File: src/rtl/rsi_defines.vh
// constants for the reset-source register initialisation block
`ifndef RSI_DEFINES_VH
`define RSI_DEFINES_VH
// ----------------------------------------------------------------------------
// reset source index (one bit each in the source vector)
// ----------------------------------------------------------------------------
`define RSI_SRC_W 15
`define RSI_SRC_PIN 0
`define RSI_SRC_POR 1
`define RSI_SRC_VM0 2
`define RSI_SRC_IWDG 3
`define RSI_SRC_WDG 4
`define RSI_SRC_LOCKUP 5
`define RSI_SRC_VM1 6
`define RSI_SRC_VM2 7
`define RSI_SRC_SW 8
`define RSI_SRC_BUSERR 9
`define RSI_SRC_MEMERR 10
`define RSI_SRC_DS1 11
`define RSI_SRC_DS2 12
`define RSI_SRC_DS3 13
`define RSI_SRC_VBPOR 14
// ----------------------------------------------------------------------------
// per-group source masks
// ----------------------------------------------------------------------------
`define RSI_M_HOSCFRQ 15'h3806
`define RSI_M_VMCFG 15'h001F
`define RSI_M_VMSTAT 15'h381F
`define RSI_M_BATTPOR 15'h4000
`define RSI_M_MOSC 15'h07FF
`define RSI_M_BBEN 15'h0002
`define RSI_M_TAMPER 15'h0000
`define RSI_M_IWDG 15'h3780
`define RSI_M_PINS 15'h3FFF
`define RSI_M_LOCO 15'h3006
// ----------------------------------------------------------------------------
// bit positions in the group strobe vector
// ----------------------------------------------------------------------------
`define RSI_G_HOSC 0
`define RSI_G_VMCFG 1
`define RSI_G_VMSTAT 2
`define RSI_G_BATTPOR 3
`define RSI_G_MOSC 4
`define RSI_G_BBEN 5
`define RSI_G_TAMPER 6
`define RSI_G_IWDG 7
`define RSI_G_PINS 8
`define RSI_G_LOCO 9
// ----------------------------------------------------------------------------
// field widths and reset values
// ----------------------------------------------------------------------------
`define RSI_REG_W 8
`define RSI_REG_RST 8'h00
`define RSI_FRQ_16M 3'h0
`define RSI_FRQ_18M 3'h1
`define RSI_FRQ_20M 3'h2
`define RSI_FRQ_32M 3'h4
`define RSI_FRQ_48M 3'h7
`define RSI_OPT_W 16
`define RSI_OPT_HOSCEN 8
`define RSI_OPT_FRQ_LO 9
`define RSI_OPT_FRQ_HI 11
`define RSI_OPT_ECC 12
`define RSI_PIN_W 16
`define RSI_PIN_RST 16'h0000
`define RSI_SYSCLK_SOURCE_SELECT_RST 3'h1
`endif

File: src/rtl/rsi_reset_source_init.v
// reset-source dependent initialisation of clock and system control state
//
// Overview of operation
// RULE1: frequency register reinitialised on power-on, monitor 0 and deep standby.
// RULE2: monitor 1/2 control, compare, filter reinit on pin, POR, VM0, watchdogs.
// RULE3: monitor second control and status also reinit on deep standby 1-3.
// RULE4: sub-oscillator, switch control 2, backup regs only on battery POR.
// RULE5: switch control 1 and main oscillator mode: all but deep standby, battery POR.
// RULE6: backup enable register reinitialised only on power-on reset.
// RULE7: battery input capture and tamper registers never reinitialised here.
// RULE8: independent watchdog regs reinit on VM2, sw, bus, mem, deep standby 2/3.
// RULE9: pins except sub-clock crystal go default on all but battery POR.
// RULE10: option oscillator enable bit low starts the fast oscillator after reset.
// RULE11: system clock source changes only by software write of select field.
// RULE12: option frequency code copied into frequency field after each RULE1 reset.
// RULE13: secure and non-secure option words kept; selection picks applied one.
// RULE14: memory ECC enable follows the initial ECC option bit.
// RULE15: after ECC option goes 1 to 0 a power-on reset must follow.
// RULE16: frequency codes 000,001,010,100,111 legal; others refused.
// RULE17: frequency writes must not happen while the oscillator runs.
// RULE18: each source decodes into per-group strobes; others keep contents.
`timescale 1ns/1ps
`default_nettype none
`include "rsi_defines.vh"
module rsi_reset_source_init (
   input wire clk,
   input wire arst_n,
   // one-cycle pulse: a reset of the kind(s) in rstSource just ended
   input wire rstEvent,
   input wire [`RSI_SRC_W-1:0] rstSource,
   // option words and selection
   input wire [`RSI_OPT_W-1:0] optWord1Nonsecure,
   input wire [`RSI_OPT_W-1:0] optWord1Secure,
   input wire optWord1Select,
   // software write port (one-cycle strobes)
   input wire hoscFreqWr,
   input wire [2:0] hoscFreqWrData,
   input wire hoscStopWr,
   input wire hoscStopWrData,
   input wire sysclkSelWr,
   input wire [2:0] sysclkSelWrData,
   input wire [3:0] grpWr,
   input wire [`RSI_REG_W-1:0] grpWrData,
   input wire [`RSI_PIN_W-1:0] pinWrData,
   input wire pinWr,
   // state
   output reg [2:0] hoscFreqField,
   output reg hoscStopBit,
   output reg [2:0] sysclkSourceSelect,
   output reg eccEnable,
   output reg [`RSI_REG_W-1:0] vmonCfg,
   output reg [`RSI_REG_W-1:0] vmonStat,
   output reg [`RSI_REG_W-1:0] battCtl,
   output reg [`RSI_REG_W-1:0] wdogCfg,
   output reg [`RSI_PIN_W-1:0] pinState,
   output reg [9:0] initStrobe,
   output reg freqWrRefused
);

   // -------------------------------------------------------------------------
   // helpers
   // -------------------------------------------------------------------------
   function hit;
      input [`RSI_SRC_W-1:0] src;
      input [`RSI_SRC_W-1:0] mask;
      begin
         hit = |(src & mask);
      end
   endfunction

   function legalFreq;
      input [2:0] code;
      begin
         legalFreq = (code == `RSI_FRQ_16M) || (code == `RSI_FRQ_18M) ||
                     (code == `RSI_FRQ_20M) || (code == `RSI_FRQ_32M) ||
                     (code == `RSI_FRQ_48M);
      end
   endfunction

   // -------------------------------------------------------------------------
   // applied option word
   // -------------------------------------------------------------------------
   wire [`RSI_OPT_W-1:0] optApplied;
   assign optApplied = optWord1Select ? optWord1Secure :
                       optWord1Nonsecure; // [RULE13]
   wire optHoscStartEnN = optApplied[`RSI_OPT_HOSCEN];
   wire [2:0] optHoscFreqCode = optApplied[`RSI_OPT_FRQ_HI:`RSI_OPT_FRQ_LO];

   // -------------------------------------------------------------------------
   // per-group strobes
   // -------------------------------------------------------------------------
   wire sHosc = rstEvent & hit(rstSource, `RSI_M_HOSCFRQ); // [RULE1]
   wire sVmCfg = rstEvent & hit(rstSource, `RSI_M_VMCFG); // [RULE2]
   wire sVmStat = rstEvent & hit(rstSource, `RSI_M_VMSTAT); // [RULE3]
   wire sBattPor = rstEvent & hit(rstSource, `RSI_M_BATTPOR); // [RULE4]
   wire sMosc = rstEvent & hit(rstSource, `RSI_M_MOSC); // [RULE5]
   wire sBben = rstEvent & hit(rstSource, `RSI_M_BBEN); // [RULE6]
   wire sTamper = rstEvent & hit(rstSource, `RSI_M_TAMPER); // [RULE7]
   wire sIwdg = rstEvent & hit(rstSource, `RSI_M_IWDG); // [RULE8]
   wire sPins = rstEvent & hit(rstSource, `RSI_M_PINS); // [RULE9]
   wire sLoco = rstEvent & hit(rstSource, `RSI_M_LOCO);

   // the tamper bit stays in the vector although its mask is empty, so the
   // layout seen by the groups outside does not shift if that ever changes
   reg [9:0] strobeD;

   always @*
   begin
      strobeD = 10'h000;
      strobeD[`RSI_G_HOSC] = sHosc;
      strobeD[`RSI_G_VMCFG] = sVmCfg;
      strobeD[`RSI_G_VMSTAT] = sVmStat;
      strobeD[`RSI_G_BATTPOR] = sBattPor;
      strobeD[`RSI_G_MOSC] = sMosc;
      strobeD[`RSI_G_BBEN] = sBben;
      strobeD[`RSI_G_TAMPER] = sTamper;
      strobeD[`RSI_G_IWDG] = sIwdg;
      strobeD[`RSI_G_PINS] = sPins;
      strobeD[`RSI_G_LOCO] = sLoco;
   end

   always @(posedge clk or negedge arst_n)
   begin
      if (!arst_n)
      begin
         initStrobe <= 10'h000;
      end
      else
      begin
         initStrobe <= strobeD; // [RULE18]
      end
   end

   // -------------------------------------------------------------------------
   // oscillator frequency, stop bit and clock select
   // -------------------------------------------------------------------------
   // frequency writes while running or with a reserved code are dropped
   wire freqWrOk = hoscFreqWr & hoscStopBit &
                   legalFreq(hoscFreqWrData); // [RULE16] [RULE17]

   always @(posedge clk or negedge arst_n)
   begin
      if (!arst_n)
      begin
         freqWrRefused <= 1'b0;
      end
      else
      begin
         freqWrRefused <= hoscFreqWr & ~freqWrOk; // [RULE16] [RULE17]
      end
   end

   always @(posedge clk or negedge arst_n)
   begin
      if (!arst_n)
      begin
         hoscFreqField <= `RSI_FRQ_16M;
      end
      else if (sHosc)
      begin
         // reset reload takes priority over a same-cycle write
         hoscFreqField <= optHoscFreqCode; // [RULE1] [RULE12]
      end
      else if (freqWrOk)
      begin
         hoscFreqField <= hoscFreqWrData; // [RULE12]
      end
   end

   always @(posedge clk or negedge arst_n)
   begin
      if (!arst_n)
      begin
         hoscStopBit <= 1'b1;
      end
      else if (rstEvent)
      begin
         // low option bit starts the oscillator before software runs
         hoscStopBit <= optHoscStartEnN; // [RULE10]
      end
      else if (hoscStopWr)
      begin
         hoscStopBit <= hoscStopWrData;
      end
   end

   // the start option never touches the clock source
   always @(posedge clk or negedge arst_n)
   begin
      if (!arst_n)
      begin
         sysclkSourceSelect <= `RSI_SYSCLK_SOURCE_SELECT_RST;
      end
      else if (sysclkSelWr)
      begin
         sysclkSourceSelect <= sysclkSelWrData; // [RULE11]
      end
   end

   // sampled only at a reset end: a 1->0 change needs a POR anyway
   always @(posedge clk or negedge arst_n)
   begin
      if (!arst_n)
      begin
         eccEnable <= 1'b0;
      end
      else if (rstEvent)
      begin
         eccEnable <= optApplied[`RSI_OPT_ECC]; // [RULE14] [RULE15]
      end
   end

   // -------------------------------------------------------------------------
   // register groups: reload on their strobe, else software, else hold
   // -------------------------------------------------------------------------
   // a group written in the cycle of its own reload keeps the reload value
   always @(posedge clk or negedge arst_n)
   begin
      if (!arst_n)
      begin
         vmonCfg <= `RSI_REG_RST;
      end
      else if (sVmCfg)
      begin
         vmonCfg <= `RSI_REG_RST; // [RULE2]
      end
      else if (grpWr[0])
      begin
         vmonCfg <= grpWrData;
      end
   end

   always @(posedge clk or negedge arst_n)
   begin
      if (!arst_n)
      begin
         vmonStat <= `RSI_REG_RST;
      end
      else if (sVmStat)
      begin
         vmonStat <= `RSI_REG_RST; // [RULE3]
      end
      else if (grpWr[1])
      begin
         vmonStat <= grpWrData;
      end
   end

   always @(posedge clk or negedge arst_n)
   begin
      if (!arst_n)
      begin
         battCtl <= `RSI_REG_RST;
      end
      else if (sBattPor)
      begin
         battCtl <= `RSI_REG_RST; // [RULE4]
      end
      else if (grpWr[2])
      begin
         battCtl <= grpWrData;
      end
   end

   always @(posedge clk or negedge arst_n)
   begin
      if (!arst_n)
      begin
         wdogCfg <= `RSI_REG_RST;
      end
      else if (sIwdg)
      begin
         wdogCfg <= `RSI_REG_RST; // [RULE8]
      end
      else if (grpWr[3])
      begin
         wdogCfg <= grpWrData;
      end
   end

   // the crystal pins are not part of this vector: they keep their state
   // on every source, so they live outside this block
   always @(posedge clk or negedge arst_n)
   begin
      if (!arst_n)
      begin
         pinState <= `RSI_PIN_RST;
      end
      else if (sPins)
      begin
         pinState <= `RSI_PIN_RST; // [RULE9]
      end
      else if (pinWr)
      begin
         pinState <= pinWrData;
      end
   end

endmodule
`default_nettype wire

File: config.mk
export PLATFORM = sky130hd
export DESIGN_NAME = rsi_reset_source_init
export DESIGN_NICKNAME = d
export VERILOG_FILES = /design/src/rtl/rsi_reset_source_init.v
export VERILOG_INCLUDE_DIRS = /design/src /design/src/rtl
export SDC_FILE = /design/constraint.sdc
export NUM_CORES = 1
export LEC_CHECK = 0
export BUFFER_PORTS_ARGS = -buffer_cell sky130_fd_sc_hd__buf_2
export CORE_UTILIZATION = 48
export DETAILED_ROUTE_END_ITERATION = 7
export PLACE_DENSITY = 0.85
export SETUP_SLACK_MARGIN = 0.3
export SLEW_MARGIN = 40
export SYNTH_ARGS = -nofsm -noshare
export SYNTH_HDL_FRONTEND = slang
export SYNTH_SLANG_ARGS = --single-unit
export TNS_END_PERCENT = 50
File: constraint.sdc
create_clock -name clk -period 3.35 [get_ports clk]
set_input_delay 0.335 -clock clk [delete_from_list [all_inputs] [get_ports clk]]
set_output_delay 0.335 -clock clk [all_outputs]
set_load 0.01 [all_outputs]
==> qor.yml <==
status: "finished clean"
dr.pass1.iters: 4
max-clock-path-buffers: 2
ir_worst_vdd_v: 0.000291
vias_per_cell: 5.15
ys_warn_count: 0
fp.coreArea_sq_um: 5890
insertion_delay_ns: 0.33
switchingPower_w: 0.000491
num_vias: 2286
syn_avg_cell_area_sq_um: 12.5
grt_overflow: 0
start_util_pct: 49.7
cp.arrival_ns: 1.90
pin_count: 157
cts_num_sinks: 66
fin_nets: 454
finalWirelength_mm: 6.61
gp_congestion: 0.780
num_antenna_cells: 0
htreeDepth: 3
syn2layout_area_growth_pct: 30.8
internal_power_w: 0.00129
max_freq_ghz: 0.678
cts_resized: 0
syn_nets: 324
slew_headroom_pct: 51.8
portBuffers: 133
antenna_left: 0
path_max_fanout: 40
finalCritPeriodShare_pct: 44.0
cts_tree: "built"
cts.clk_slew.worst_paths_ns: 0.07
ys.flop_type: "dfrtp_1"
postCtsSetupRepairBufs: 0
yosysSeqAreaShare_pct: 56.5
yosysUniqueCellTypes: 41
hold_buffers: 1
cts_root_buf: "clkbuf_8"
async_reset_ff_share_pct: 100
drt_iter0_markers: 87
critical_path.startpoint_type: "primary input"
clkPwrFrac_pct: 34.6
combPwrFrac_pct: 16.1
worst_pin_slew_ns: 0.722
netlist_area_sq_um: 2930
leakage_nw: 2.05
grt_pass1_wl_mm: 10.1
die_area_sq_um: 6410
crit_type: "primary input to asynchronous set/reset pin"
p_total_w: 0.00178
die_w_um: 80.1
required_ns: 3.77
fin_setup_tns_ns: 0
rsz0062_at_grt: "no"
end_kind: "asynchronous set/reset pin"
period_minus_slack_ns: 1.47
seqPwrFrac_pct: 49.3
dpl.hpwl_mm: 5.00
wire_per_inst_um: 14.9
drv_slew: 0
globalRouteTotalUtil_pct: 21.3
min_path_type: "primary input to register"
synth_edf_count: 0
drive_above_1_share_pct: 48.0
switching_share_pct: 27.6
hold_viol_final: 0
antenna_found_initial: 0
p_per_area_nw_per_um2: 465
skew_ns: 0.00150
grt_max_degree: 41
postSynthCellCount: 234
finalSetupViolations: 0
grt_pass1_vias: 2092
die_h_um: 80.1
maxCapViolCount: 0
yosys_register_bits: 66
cts_buffers: 9
rows: 28
remaining_drc_errors: 0
## Yosys cell counts, drive strengths merged, types with 2 or more instances
library cell  instances  area, sq um
mux2                  4         45.0
nand2                 2         7.51
nor4bb                2         20.0
o31a                  3         26.3
nor2                 37          144
a21oi                 5         32.5
dfstp                 2         52.6
buf                   9         51.3
inv                   2         7.50
o21a                  2         15.0
a41oi                 2         25.0
clkbuf                7         27.5
a31oi                 6         52.6
nor3                 17          146
and2                  2         12.5
dfrtp                64         1600
mux2i                53          531
o211ai                3         22.5
## registers in the layout, indices dropped and copies added, names as in the netlist
name	count
hoscStopBit	1
battCtl	8
freqWrRefused	1
hoscFreqField	3
initStrobe	9
wdogCfg	8
vmonStat	8
eccEnable	1
pinState	16
sysclkSourceSelect	3
vmonCfg	8
## cell type report
| class | instances | area [sq um] |
|---|---|---|
| Fill cell | 473 | 2060 |
| Sequential cell | 66 | 1650 |
| Multi-Input combinational cell | 150 | 1200 |
| Timing Repair Buffer | 135 | 683 |
| Clock buffer | 11 | 151 |
| Tap cell | 75 | 93.8 |
| Clock inverter | 5 | 37.5 |
| Inverter | 2 | 7.51 |
## path summary, 6_finish.rpt
kind                       cells after the start  slack (ns)                    end             startpoint
setup / recovery                               3        1.88            hoscStopBit                 arst_n
hold / removal                                 2        0.24  sysclkSourceSelect[1]     sysclkSelWrData[1]
setup reg to reg                               3        2.06       hoscFreqField[2]            hoscStopBit
hold reg to reg                                1        0.51  sysclkSourceSelect[2]  sysclkSourceSelect[2]
max in group clk                               1        1.90            hoscStopBit            hoscStopBit
min in group asynchronous                      2        0.55             vmonCfg[6]                 arst_n
## cells by family after synthesis
kind of cell / after synthesis / synth area share, %
AOI/OAI and AO/OA: 25 / 7.10
and+or+nand+nor: 66 / 13.3
muxes: 57 / 19.7
xor gates and xnor gates: 1 / 0.299
buffers and inverters: 18 / 2.95
other: 1 / 0.128
DFF: 66 / 56.5
## routing by layer
metal | vias to the layer above | share of wire (%) | track usage (%)
li1 | 1085 | - | -
met1 | 1081 | 43 | 26.3
met2 | 109 | 49 | 35.4
met3 | 11 | 5.9 | 4.66
met4 | 0 | 1.6 | 10.4
met5 | - | 0 | 0
## worst max-delay path, cell delays in order
cell and delay [ns]:
dlygate4sd3_1 0.53, buf_2 0.47, buf_4 0.53
## stage by stage
stage	utilization, %	area [sq um]	cells	hold WS (ns)	setup WS (ns)
6_report	65.0	3830	444	0.239	1.88
3_3_place_gp	61.5	3620	427	0.352	1.44
3_5_place_dp	61.6	3630	427	0.365	1.74
4_1_cts	65.0	3830	444	0.227	1.82
2_1_floorplan	-	2930	234	0.0394	1.92
5_1_grt	65.0	3830	444	0.238	1.72
## cell usage in the layout (no fill, tap or decap), types with 2 or more instances in the layout
| master | n |
|---|---|
| buf_2 | 133 |
| dfrtp_1 | 64 |
| mux2i_1 | 53 |
| nor2_1 | 35 |
| clkbuf_8 | 11 |
| nor3_2 | 10 |
| nor3_1 | 6 |
| mux2_2 | 4 |
| a31oi_1 | 4 |
| a21oi_1 | 3 |
| o211ai_1 | 3 |
| o31a_1 | 3 |
| nor2_2 | 2 |
| a31oi_4 | 2 |
| a21oi_2 | 2 |
| and2_1 | 2 |
| nand2_1 | 2 |
| nor4bb_1 | 2 |
| o21a_1 | 2 |
| clkinvlp_4 | 2 |
| dfstp_2 | 2 |
## power by group through the flow
stage,Sequential (W),Clock (W),Combinational [W]
4_1_cts,0.000876,0.000633,0.000292
6_report,0.000876,0.000615,0.000287
5_1_grt,0.000882,0.000669,0.000314
3_3_place_gp,0.000887,0,0.000280
2_1_floorplan,0.000913,0,0.000129
3_5_place_dp,0.000891,0,0.000291
Power figures use the tool's default switching activity.
